<file path="src/scdd_pkg.sv">
// scdd_pkg: constants and types for the sample clock delay and detect block
// assumes: one 20 MHz clock, byte-wide register port, 12-bit addresses
`default_nettype none
package scdd_pkg;
  // -------------------------------------------------------------------
  // register offsets
  // -------------------------------------------------------------------
  localparam logic [11:0] ADDR_DLY_MODE = 12'h0110;
  localparam logic [11:0] ADDR_A_SFINE = 12'h0111;
  localparam logic [11:0] ADDR_A_FINE = 12'h0112;
  localparam logic [11:0] ADDR_D_SFINE = 12'h0113;
  localparam logic [11:0] ADDR_D_FINE = 12'h0114;
  localparam logic [11:0] ADDR_DET_THR = 12'h011A;
  localparam logic [11:0] ADDR_CLK_STAT = 12'h011B;
  localparam logic [11:0] ADDR_PHASE_STAT = 12'h0109;
  localparam logic [11:0] ADDR_REF_CTRL = 12'h010A;
  localparam logic [11:0] ADDR_PHASE_OFS = 12'h0129;
  localparam logic [11:0] ADDR_IRQ_STAT = 12'h0130;
  localparam logic [11:0] ADDR_IRQ_MASK = 12'h0131;
  // -------------------------------------------------------------------
  // reset values and field positions
  // -------------------------------------------------------------------
  localparam logic [7:0] RST_FINE = 8'hC0;
  localparam logic [7:0] RST_ZERO = 8'h00;
  localparam logic [1:0] RST_THR = 2'h1;
  localparam logic [2:0] RST_THR_LOW = 3'h6;
  localparam logic [7:0] FINE_MAX = 8'hC0;
  localparam logic [7:0] FINE_MAX_RESTR = 8'h10;
  localparam int REF_EN_BIT = 7;
  localparam int IRQ_LOSS_BIT = 0;
  localparam int IRQ_GAIN_BIT = 1;
  localparam int IRQ_CAP_BIT = 2;
  // -------------------------------------------------------------------
  // delay modes
  // -------------------------------------------------------------------
  typedef enum logic [2:0] {
    DM_NONE = 3'b000,
    DM_FINE_RESTR = 3'b010,
    DM_FINE_LOWJIT = 3'b011,
    DM_FINE_FULL = 3'b100,
    DM_FINE_SUPER = 3'b110
  } scdd_mode_e;
  // applied delay carried to the analog path
  typedef struct packed {
    logic fine_en;
    logic super_en;
    logic [7:0] fine;
    logic [7:0] sfine;
  } scdd_delay_s;
endpackage : scdd_pkg
`default_nettype wire

</file>
<file path="src/scdd_top.sv">
// scdd_top: delay mode, trim registers, clock detect status, phase readback
// assumes: i_clk_present is an asynchronous level from the analog detector,
// i_cap_phase/i_cap_valid arrive from the divider logic on i_mclk
//
// Function
// - read-only four-bit field reports captured divider phase in half cycles
// - with adjust on and zero skew windows, readback equals phase offset
// - mode 000 no delay; 010,011,100,110 fine delay; 100 allows 192
// - mode 110 enables fine (192 steps) and super-fine (255 steps)
// - analog super-fine eight-bit count applies only in modes 010, 110
// - analog fine count 0..192, resets 0xC0, applies in 2,3,4,6
// - digital super-fine eight-bit count, modes 010/110 only, resets zero
// - digital fine count 0..192, resets 0xC0, honoured in 2,3,4,6
`default_nettype none
module scdd_top
  import scdd_pkg::*;
(
  // clock and reset
  input wire logic i_mclk,
  input wire logic i_rst_n,
  // register port
  input wire logic [11:0] i_addr,
  input wire logic [7:0] i_wdata,
  input wire logic i_wr,
  input wire logic i_rd,
  output logic [7:0] o_rdata,
  // analog side
  input wire logic i_clk_present,
  input wire logic [3:0] i_cap_phase,
  input wire logic i_cap_valid,
  output scdd_delay_s o_adc_dly,
  output scdd_delay_s o_dig_dly,
  output logic [1:0] o_det_thr,
  // interrupt
  output logic o_irq
);
  // -------------------------------------------------------------------
  // control registers
  // -------------------------------------------------------------------
  logic [2:0] mode_reg;
  logic [7:0] a_sfine_reg, a_fine_reg, d_sfine_reg, d_fine_reg;
  logic [1:0] thr_reg;
  logic [2:0] thr_low_reg;
  logic [2:0] thr_top_reg;
  logic [7:0] ref_ctrl_reg;
  logic [3:0] phase_ofs_reg;
  logic [3:0] phase_reg;
  logic [2:0] irq_stat_reg, irq_mask_reg;
  logic det_s1_reg, det_s2_reg, det_reg;
  logic wr_stat;

  // software-written fields
  always_ff @(posedge i_mclk or negedge i_rst_n) begin
    if (!i_rst_n) begin
      mode_reg <= DM_NONE;
      a_sfine_reg <= RST_ZERO;
      a_fine_reg <= RST_FINE;
      d_sfine_reg <= RST_ZERO;
      d_fine_reg <= RST_FINE;
      thr_reg <= RST_THR;
      thr_low_reg <= RST_THR_LOW;
      thr_top_reg <= '0;
      ref_ctrl_reg <= RST_ZERO;
      phase_ofs_reg <= '0;
      irq_mask_reg <= '0;
    end else if (i_wr) begin
      case (i_addr)
        ADDR_DLY_MODE: mode_reg <= i_wdata[2:0];
        ADDR_A_SFINE: a_sfine_reg <= i_wdata;
        ADDR_A_FINE: a_fine_reg <= i_wdata;
        ADDR_D_SFINE: d_sfine_reg <= i_wdata;
        ADDR_D_FINE: d_fine_reg <= i_wdata;
        ADDR_DET_THR: begin
          thr_top_reg <= i_wdata[7:5];
          thr_reg <= i_wdata[4:3];
          thr_low_reg <= i_wdata[2:0];
        end
        ADDR_REF_CTRL: ref_ctrl_reg <= i_wdata;
        ADDR_PHASE_OFS: phase_ofs_reg <= i_wdata[3:0];
        ADDR_IRQ_MASK: irq_mask_reg <= i_wdata[2:0];
        default: ;
      endcase
    end
  end

  // -------------------------------------------------------------------
  // delay application per mode
  // -------------------------------------------------------------------
  logic fine_on, super_on;
  always_comb begin
    case (scdd_mode_e'(mode_reg))
      DM_FINE_RESTR: begin
        fine_on = 1'b1;
        super_on = 1'b1;
      end
      DM_FINE_LOWJIT: begin
        fine_on = 1'b1;
        super_on = 1'b0;
      end
      DM_FINE_FULL: begin
        fine_on = 1'b1;
        super_on = 1'b0;
      end
      DM_FINE_SUPER: begin
        fine_on = 1'b1;
        super_on = 1'b1;
      end
      default: begin
        fine_on = 1'b0;
        super_on = 1'b0;
      end
    endcase
  end

  // clamp a fine count to the documented top step
  function automatic logic [7:0] fine_clamp(input logic [7:0] v);
    fine_clamp = (v > FINE_MAX) ? FINE_MAX : v;
  endfunction : fine_clamp

  // the restricted top step must sit inside the full range the clamp serves
  if (FINE_MAX_RESTR > FINE_MAX) begin : g_bad_steps
    $error("restricted top step above full top step");
  end

  // registered delay outputs; disabled fields read zero downstream
  always_ff @(posedge i_mclk or negedge i_rst_n) begin
    if (!i_rst_n) begin
      o_adc_dly <= '0;
      o_dig_dly <= '0;
    end else begin
      o_adc_dly.fine_en <= fine_on;
      o_adc_dly.super_en <= super_on;
      o_adc_dly.fine <= fine_on ? fine_clamp(a_fine_reg) : RST_ZERO;
      o_adc_dly.sfine <= super_on ? a_sfine_reg : RST_ZERO;
      o_dig_dly.fine_en <= fine_on;
      o_dig_dly.super_en <= super_on;
      o_dig_dly.fine <= fine_on ? fine_clamp(d_fine_reg) : RST_ZERO;
      o_dig_dly.sfine <= super_on ? d_sfine_reg : RST_ZERO;
    end
  end

  assign o_det_thr = thr_reg;

  // -------------------------------------------------------------------
  // clock detect synchroniser and status
  // -------------------------------------------------------------------
  always_ff @(posedge i_mclk or negedge i_rst_n) begin
    if (!i_rst_n) begin
      det_s1_reg <= 1'b0;
      det_s2_reg <= 1'b0;
      det_reg <= 1'b0;
    end else begin
      det_s1_reg <= i_clk_present;
      det_s2_reg <= det_s1_reg;
      det_reg <= det_s2_reg;
    end
  end

  // -------------------------------------------------------------------
  // captured phase readback
  // -------------------------------------------------------------------
  logic ref_en, skew_zero;
  assign ref_en = ref_ctrl_reg[REF_EN_BIT];
  assign skew_zero = (ref_ctrl_reg[3:0] == 4'h0);
  always_ff @(posedge i_mclk or negedge i_rst_n) begin
    if (!i_rst_n) begin
      phase_reg <= '0;
    end else if (ref_en && skew_zero) begin
      phase_reg <= phase_ofs_reg;
    end else if (ref_en && i_cap_valid) begin
      phase_reg <= i_cap_phase;
    end
  end

  // -------------------------------------------------------------------
  // interrupt status: set wins over write-one-to-clear
  // -------------------------------------------------------------------
  logic [2:0] irq_ev;
  assign irq_ev[IRQ_LOSS_BIT] = det_reg & ~det_s2_reg;
  assign irq_ev[IRQ_GAIN_BIT] = ~det_reg & det_s2_reg;
  assign irq_ev[IRQ_CAP_BIT] = ref_en & i_cap_valid;
  assign wr_stat = i_wr && (i_addr == ADDR_IRQ_STAT);
  always_ff @(posedge i_mclk or negedge i_rst_n) begin
    if (!i_rst_n) begin
      irq_stat_reg <= '0;
    end else begin
      irq_stat_reg <= (irq_stat_reg & ~(wr_stat ? i_wdata[2:0] : 3'h0))
        | irq_ev;
    end
  end
  assign o_irq = |(irq_stat_reg & irq_mask_reg);

  // -------------------------------------------------------------------
  // read data, one cycle after the strobe
  // -------------------------------------------------------------------
  always_ff @(posedge i_mclk or negedge i_rst_n) begin
    if (!i_rst_n) begin
      o_rdata <= RST_ZERO;
    end else if (i_rd) begin
      case (i_addr)
        ADDR_DLY_MODE: o_rdata <= {5'h00, mode_reg};
        ADDR_A_SFINE: o_rdata <= a_sfine_reg;
        ADDR_A_FINE: o_rdata <= a_fine_reg;
        ADDR_D_SFINE: o_rdata <= d_sfine_reg;
        ADDR_D_FINE: o_rdata <= d_fine_reg;
        ADDR_DET_THR: o_rdata <= {thr_top_reg, thr_reg, thr_low_reg};
        ADDR_CLK_STAT: o_rdata <= {7'h00, det_reg};
        ADDR_PHASE_STAT: o_rdata <= {4'h0, phase_reg};
        ADDR_REF_CTRL: o_rdata <= ref_ctrl_reg;
        ADDR_PHASE_OFS: o_rdata <= {4'h0, phase_ofs_reg};
        ADDR_IRQ_STAT: o_rdata <= {5'h00, irq_stat_reg};
        ADDR_IRQ_MASK: o_rdata <= {5'h00, irq_mask_reg};
        default: o_rdata <= RST_ZERO;
      endcase
    end else begin
      o_rdata <= RST_ZERO;
    end
  end
endmodule : scdd_top
`default_nettype wire
</file>
<file path="config.mk">
export PLATFORM = sky130hd
export DESIGN_NAME = scdd_top
export DESIGN_NICKNAME = d
export VERILOG_FILES = /design/src/scdd_pkg.sv /design/src/scdd_top.sv
export SDC_FILE = /design/constraint.sdc
export NUM_CORES = 1
export LEC_CHECK = 0
export BUFFER_PORTS_ARGS = -buffer_cell sky130_fd_sc_hd__buf_2
export CORE_AREA = 5 5 99 101
export CTS_CLUSTER_SIZE = 30
export DETAILED_ROUTE_END_ITERATION = 8
export DIE_AREA = 0 0 104 106
export PLACE_DENSITY = 0.78
export SYNTH_ARGS = -nofsm -noshare
export SYNTH_HDL_FRONTEND = slang
export SYNTH_SLANG_ARGS = --single-unit
export TNS_END_PERCENT = 5
</file>
<file path="constraint.sdc">
create_clock -name i_mclk -period 2.48 [get_ports i_mclk]
set_clock_uncertainty 0.2 [all_clocks]
set_input_delay 0.124 -clock i_mclk [delete_from_list [all_inputs] [get_ports i_mclk]]
set_output_delay 0.124 -clock i_mclk [all_outputs]
set_load 0.005 [all_outputs]
</file>
==> results.md, run 1 <==
* Final min period at 2.26 ns
* Library cell occupying the most area in the post-synthesis netlist: sky130_fd_sc_hd__dfrtp_1
* Fraction of final layout cells sized beyond drive strength 1 at 41.1%
* Pwr/cell area at 534 mW/mm2
* Area delta synth->final at 19.8%
* CP Data Arrival Time at ~2.3 ns
* Worst hold slack at 0.0177 ns
* Clk Tree Root Cell: sky130_fd_sc_hd__clkbuf_8
* Adder-cell area share of the yosys netlist at 0%
* Overall die height at 106 um
* Overall die width at 104 um
* Number of distinct library cell variants in the gate-level netlist after synthesis at 51
* Number of buffers created by CTS at 9
* Slowest cell on the critical path: sky130_fd_sc_hd__dlygate4sd3_1
* Total nets after synthesis at around 400
* Final Hold Viols at 0
* Clock insertion delay at the later pin of the skew report at roughly 0.37 ns
* Peak clock frequency supported by timing at 442 MHz
* Max-cap violation count at 0
* Maximum number of pins on one net before global-route repair at 70
* Number of flip-flops under the largest register name at 18
* Top cell by count, worst path: sky130_fd_sc_hd__nand2_1
* Static power due to leakage at 2.92 nW
* Setup repair after global routing missed its margin: false
* Final setup viols at 0
* Total congestion overflow after global routing at 0
* Number of synthesized flops with an enable pin at 0
* Detail Placement HPWL at roughly 8.4 mm
* Quantity of I/O buffers inserted on ports at 76
* Antenna Diode Count at 0
* Total routed wirelength at 11.6 mm
* Fraction of post-synthesis cell area in the top cell type by area at 53.8%
* Total Die Area at 0.0110 mm2
* Clock-pin slew of the registers on the worst-case setup and hold paths at between 0.1 and 0.15 ns
* Non-Filler Instances at between 500 and 600
* NumNets Final at 499
* Detailed-route vias per instance at just under 6
* Number of register bits inferred by synthesis at 110
* DP Cell Count at 550
* GRT Total Usage at between 20% and 30%
* Sequential cell area in the final layout at 0.00276 mm2
* Drt first-iter violations at 250
* Count of yosys warnings during synthesis at 0
* Status: completed
* Reg with most FFs: o_dig_dly
* Synth Cell Area at 0.00479 mm2
* Multiplexer area fraction after synthesis at 17.5%
* Placer congestion estimate at between 0.9 and 1
* Buffering stage count on the worst path with inverters included at 2
* Cells along the critical path: buf_2 > dlygate4sd3_1 > nor4b_4 > nand2_1 > nor2_1 > nand2_1 > mux2_2
* Count of vias placed by the detailed router at 3376
* Critical path endpoint category: flop
* Number of global-route vias before repair at between 3000 and 4000
* Commonest cells after routing, fill and taps aside: sky130_fd_sc_hd__dfrtp_1, sky130_fd_sc_hd__buf_2, sky130_fd_sc_hd__mux2_2
* Tightest Hold Check Type: input pin to flop
* Synthesized instance count at 367
* Area of the core at around 0.0089 mm2
* TritonCTS clock tree: yes
* Maximum fanout encountered on the critical timing path at 8
* Post-synth ARST share at 100%
* Cell class contributing the biggest share of worst-path delay: simple AND/OR/NAND/NOR gates
* Effective utilization at floorplan at between 50% and 60%
* Commonest non-fill, non-tap cell in the layout: sky130_fd_sc_hd__dfrtp_1
* Pre-antenna DRT Iters at 5
* I/O pin cnt at 77
* Buffers from clock root to sink, at most at 2
* Antenna violation net count after detailed routing at 0
* Xor-xnor portion of the synthesized cell area at 0%
* # clock sinks at 110
* Worst setup SP type: input pin
* Final routed DRC violation total at 0
* Biggest registers after layout: o_dig_dly: 18 flops, o_adc_dly: 16 flops
* Count of H-tree levels built during CTS at 3
* Fin util at approximately 64%
* Synth area leaders: sky130_fd_sc_hd__dfrtp_1, sky130_fd_sc_hd__mux2_2, sky130_fd_sc_hd__dfstp_2
* Tcrit/Tclk final at 91.3%
* Total Neg Setup Slack at 0 ns
* Synthesized-area fraction occupied by ao, oa, aoi and oai cells at a little under a tenth
* Slowest cell delay on critical path at 0.59 ns
* Pins Over Slew Limit at 0
* Number of antenna violations at the first check in global routing at 0
* Avg Inst Size Synth at ~13 um2
* Worst vdd rail ir drop at 0.285 mV
* Critical path class: input pin to flop
* Primary FF master, synth: sky130_fd_sc_hd__dfrtp_1
* Combined area of the multi-input logic cells at 0.00193 mm2
* Simple-gate portion of the synthesized area at 13.6%
* Main combinational cell family by area after synthesis: multiplexers
* Global-route wire length before repair at between 15 and 20 mm
* Final-layout fill cell count at 729
* Mean routed wirelength per cell at around 20 um
* Sequential cell area fraction in the yosys report at about 58%
* Slew @ Worst Pin at 0.978 ns
* Max-slew headroom at the worst pin at a little over a third
* Required time at the endpoint of the critical path at 2.54 ns
* Cell row count at 35
[where the power goes]
part / switching (mW) / total, mW / internal (mW)
Combinational: 0.121 / 0.197 / 0.0756
Clock: 0.629 / 1.05 / 0.419
Sequential: 0.0112 / 1.82 / 1.81
[stage by stage]
| step | setup slack [ns] | power [mW] | area [um2] |
|---|---|---|---|
| finish | 0.215 | 3.06 | 5740 |
| global route | 0.130 | 3.18 | 5740 |
| CTS | 0.243 | 3.10 | 5740 |
| detailed placement | 0.255 | 2.03 | 5350 |
| global placement | 0.242 | 2.03 | 5350 |
| floorplan | 0.528 | 1.92 | 4790 |
[cell usage after synthesis, types with 3 or more instances]
cell and n:
sky130_fd_sc_hd__a21oi_1 9, sky130_fd_sc_hd__a21oi_2 6, sky130_fd_sc_hd__a222oi_1 4, sky130_fd_sc_hd__a22o_1 7
sky130_fd_sc_hd__a22oi_1 7, sky130_fd_sc_hd__a31oi_2 3, sky130_fd_sc_hd__and2_1 20, sky130_fd_sc_hd__and3_1 17
sky130_fd_sc_hd__buf_2 9, sky130_fd_sc_hd__clkbuf_1 7, sky130_fd_sc_hd__dfrtp_1 103, sky130_fd_sc_hd__dfstp_2 7
sky130_fd_sc_hd__mux2_2 61, sky130_fd_sc_hd__mux2i_1 14, sky130_fd_sc_hd__nand2_1 17, sky130_fd_sc_hd__nand3_1 6
sky130_fd_sc_hd__nor2_1 14, sky130_fd_sc_hd__nor2b_1 3, sky130_fd_sc_hd__nor3_1 4, sky130_fd_sc_hd__nor4_1 3
sky130_fd_sc_hd__o21ai_0 4, sky130_fd_sc_hd__o2bb2ai_1 5
[area by class of cell]
cell class | count | share of cell area [%]
Clock buffer | 10 | 2.40
Clock inverter | 6 | 1.11
Inverter | 2 | 0.131
Multi-Input combinational cell | 236 | 33.6
Sequential cell | 110 | 48.1
Tap cell | 111 | 2.42
Timing Repair Buffer | 110 | 12.2
[repair_timing]
item                      CTS  global route
hold endpoints to repair   88             0
setup buffers               0             0
resized for setup           0             0
hold buffers               19             0
[routing by layer]
metal  part of all wire (%)  GRT usage [%]
met1                     44           29.5
met5                      0              0
met2                     49           35.2
met3                    4.8           4.31
met4                    2.6           8.23
[cell families (layout without fill, tap and decap cells)]
kind of cell	count (synthesis)	count (layout)
compound gates	53	53
flops	110	110
buf+inv	21	128
mux	76	76
simple gates	107	107
[final timing paths]
| path | cells after the start | startpoint | to | slack, ns |
|---|---|---|---|---|
| min reg2reg | 0 | det_s1_reg | det_s2_reg | 0.15 |
| max in group asynchronous | 3 | i_rst_n | a_fine_reg[6] | 1.24 |
| max | 7 | i_addr[10] | d_sfine_reg[2] | 0.22 |
| min | 2 | i_wdata[2] | d_fine_reg[2] | 0.02 |
| max reg2reg | 3 | d_fine_reg[5] | o_dig_dly[12] | 0.38 |
| min in group asynchronous | 2 | i_rst_n | phase_reg[1] | 0.07 |
(Power assumes the default switching activity.)
==> run 2: changes to the inputs <==
--- a/config.mk
+++ b/config.mk
@@ -11,6 +11,7 @@
 export DETAILED_ROUTE_END_ITERATION = 8
 export DIE_AREA = 0 0 104 106
 export PLACE_DENSITY = 0.78
+export RECOVER_POWER = 50
 export SYNTH_ARGS = -nofsm -noshare
 export SYNTH_HDL_FRONTEND = slang
 export SYNTH_SLANG_ARGS = --single-unit
==> run 2 against run 1 <==
Against the previous run:
- final cell count unchanged
- sequential power about the same
- fmax about the same
- routed wire length increased by 0.64%
- hold slack got worse by 0.0035 ns
- total power about the same
- global-route usage unchanged
- setup slack got worse by 0.0012 ns
- sequential cell count unchanged
- core utilization decreased by 0.42 points
- non-clock buffer count unchanged
- largest cell class unchanged
- via count increased by 0.15%
==> results.md, run 2 (synthesis results as in run 1) <==
* Hold path start: i_wdata[2] (unchanged)
* Number of hold-repair buffers added at the cts stage at 19 (unchanged)
* Mean routed wirelength per cell at 20.0 um (was 19.9 um)
* Fraction of final layout cells sized beyond drive strength 1 at 35.7% (was 41.1%)
* Number of global-route vias before repair at 3470 (unchanged)
* # clock sinks at 110 (unchanged)
* Number of gates given a new drive strength after cts at 0 (unchanged)
* Clock-pin slew of the registers on the worst-case setup and hold paths at 0.11 ns (about the same)
* Pre-antenna DRT Iters at 5 (unchanged)
* Buffering stage count on the worst path with inverters included at 2 (unchanged)
* Clk Tree Root Cell: sky130_fd_sc_hd__clkbuf_8 (unchanged)
* Pwr/cell area at 538 mW/mm2 (was 534 mW/mm2)
* Worst vdd rail ir drop at 0.284 mV (was 0.285 mV)
* Antenna violation net count after detailed routing at 0 (unchanged)
* Reg with most FFs: o_dig_dly (unchanged)
* Buffers from clock root to sink, at most at 2 (unchanged)
* Effective utilization at floorplan at 53.6% (unchanged)
* Critical path endpoint category: flop (unchanged)
* Max-cap violation count at 0 (unchanged)
* Peak clock frequency supported by timing at 441 MHz (was 442 MHz)
* Cells along the critical path: buf_2 > dlygate4sd3_1 > nor4b_4 > nand2_1 > nor2_1 > nand2_1 > mux2_2 (unchanged)
* Worst-case hold path end point: d_fine_reg[2] (unchanged)
* Number of buffers created by CTS at 9 (unchanged)
* Fin util at 63.8% (was 64.2%)
* Worst hold slack at 0.0143 ns (was 0.0177 ns)
* Final setup viols at 0 (unchanged)
* Commonest non-fill, non-tap cell in the layout: sky130_fd_sc_hd__dfrtp_1 (unchanged)
* Top cell by count, worst path: sky130_fd_sc_hd__nand2_1 (unchanged)
* Register-to-Register Setup Slack at 0.38 ns (about the same)
* Detail Placement HPWL at 8.45 mm (unchanged)
* I/O pin cnt at 77 (unchanged)
* RR Endpoint: o_dig_dly[12] (unchanged)
* Critical path class: input pin to flop (unchanged)
* Hold Path Cell Cnt at 2 (unchanged)
* Final min period at 2.27 ns (was 2.26 ns)
* Global-route wire length before repair at 19.0 mm (unchanged)
* Maximum number of pins on one net before global-route repair at 70 (unchanged)
* Area delta synth->final at 19.0% (was 19.8%)
* Count of H-tree levels built during CTS at 3 (unchanged)
* Non-Filler Instances at 585 (unchanged)
* Overall die width at 104 um (unchanged)
* Number of flip-flops under the largest register name at 18 (unchanged)
* Total Neg Setup Slack at 0 ns (unchanged)
* Slowest cell delay on critical path at 0.59 ns (about the same)
* Status: completed (unchanged)
* Number of antenna violations at the first check in global routing at 0 (unchanged)
* Final routed DRC violation total at 0 (unchanged)
* Required time at the endpoint of the critical path at 2.54 ns (about the same)
* Slew @ Worst Pin at 1.04 ns (was 0.978 ns)
* Total Die Area at 0.0110 mm2 (unchanged)
* NumNets Final at 499 (unchanged)
* Count of vias placed by the detailed router at 3381 (was 3376)
* GRT Total Usage at 21.9% (unchanged)
* Maximum fanout encountered on the critical timing path at 8 (unchanged)
* Static power due to leakage at 2.79 nW (was 2.92 nW)
* CP Data Arrival Time at 2.32 ns (about the same)
* Final Hold Viols at 0 (unchanged)
* Cell class contributing the biggest share of worst-path delay: simple AND/OR/NAND/NOR gates (unchanged)
* Number of cell instances on the worst register-to-register path at 3 (unchanged)
* DP Cell Count at 550 (unchanged)
* Clock insertion delay at the later pin of the skew report at 0.37 ns (about the same)
* TritonCTS clock tree: yes (unchanged)
* Slowest cell on the critical path: sky130_fd_sc_hd__dlygate4sd3_1 (unchanged)
* Antenna Diode Count at 0 (unchanged)
* Detailed-route vias per instance at 5.78 (was 5.77)
* Total routed wirelength at 11.7 mm (was 11.6 mm)
* Max-slew headroom at the worst pin at 30.3% (was 34.8%)
* Final-layout fill cell count at 746 (was 729)
* Quantity of I/O buffers inserted on ports at 76 (unchanged)
* Biggest registers after layout: o_dig_dly: 18 flops, o_adc_dly: 16 flops (unchanged)
* Tightest Hold Check Type: input pin to flop (unchanged)
* Commonest cells after routing, fill and taps aside: sky130_fd_sc_hd__dfrtp_1, sky130_fd_sc_hd__mux2_2, sky130_fd_sc_hd__buf_2 (was sky130_fd_sc_hd__dfrtp_1, sky130_fd_sc_hd__buf_2, sky130_fd_sc_hd__mux2_2)
* Tcrit/Tclk final at 91.4% (was 91.3%)
* Pins Over Slew Limit at 0 (unchanged)
* Cell row count at 35 (unchanged)
* R2r startpoint: d_fine_reg[5] (unchanged)
* Setup repair after global routing missed its margin: false (unchanged)
* Total congestion overflow after global routing at 0 (unchanged)
* Drt first-iter violations at 245 (was 250)
* Worst setup SP type: input pin (unchanged)
* Number of buffers added for setup after CTS at 0 (unchanged)
* Placer congestion estimate at 0.905 (unchanged)
* Area of the core at 0.00893 mm2 (unchanged)
* Overall die height at 106 um (unchanged)
==> run 2: metrics by stage <==
step | total power, mW | area (um2) | setup WS [ns]
3_5_place_dp | 2.03 | 5350 | 0.255
2_1_floorplan | 1.92 | 4790 | 0.528
5_1_grt | 3.18 | 5700 | 0.130
4_1_cts | 3.10 | 5740 | 0.243
3_3_place_gp | 2.03 | 5350 | 0.242
6_report | 3.06 | 5700 | 0.214
==> run 2: worst max path at each step <==
stage	start	endpoint	slack, ns	cells after the start
2_1_floorplan	i_addr[5]	o_det_thr[1]	0.53	6
3_5_place_dp	i_addr[5]	o_rdata[2]	0.25	6
5_1_grt	i_addr[10]	d_sfine_reg[2]	0.13	7
4_1_cts	i_addr[10]	thr_top_reg[2]	0.24	7
6_report	i_addr[10]	d_sfine_reg[2]	0.21	7
3_3_place_gp	i_addr[5]	o_rdata[0]	0.24	6
==> run 2: final cells by class <==
type	instances	area, um2	area share (%)
Inverter	2	7.51	0.132
Clock inverter	6	63.8	1.12
Timing Repair Buffer	110	661	11.6
Clock buffer	10	138	2.41
Tap cell	111	139	2.44
Multi-Input combinational cell	236	1930	33.9
Sequential cell	110	2760	48.4
==> run 2: power breakdown <==
part / switching [mW] / internal (mW) / total (mW) / leakage (nW)
combinational: 0.121 / 0.0750 / 0.196 / 1.22
sequential: 0.0112 / 1.81 / 1.82 / 1.47
clock: 0.629 / 0.419 / 1.05 / 0.0993
==> run 2: worst reg2reg max path: cells and delay by family, from the launching register on <==
| kind | cells | cell delay, ns |
|---|---|---|
| flip-flops | 1 | 0.43 |
| AO/OA/AOI/OAI | 1 | 0.63 |
| AND/OR/NAND/NOR | 2 | 0.77 |
==> run 2: layer usage <==
metal  up-vias  track usage, %  wire, um
li1       1550               -         -
met3        21            4.31       682
met5         -               0         0
met4         0            8.23       281
met1      1690            29.5      5040
met2       120            35.2      5700
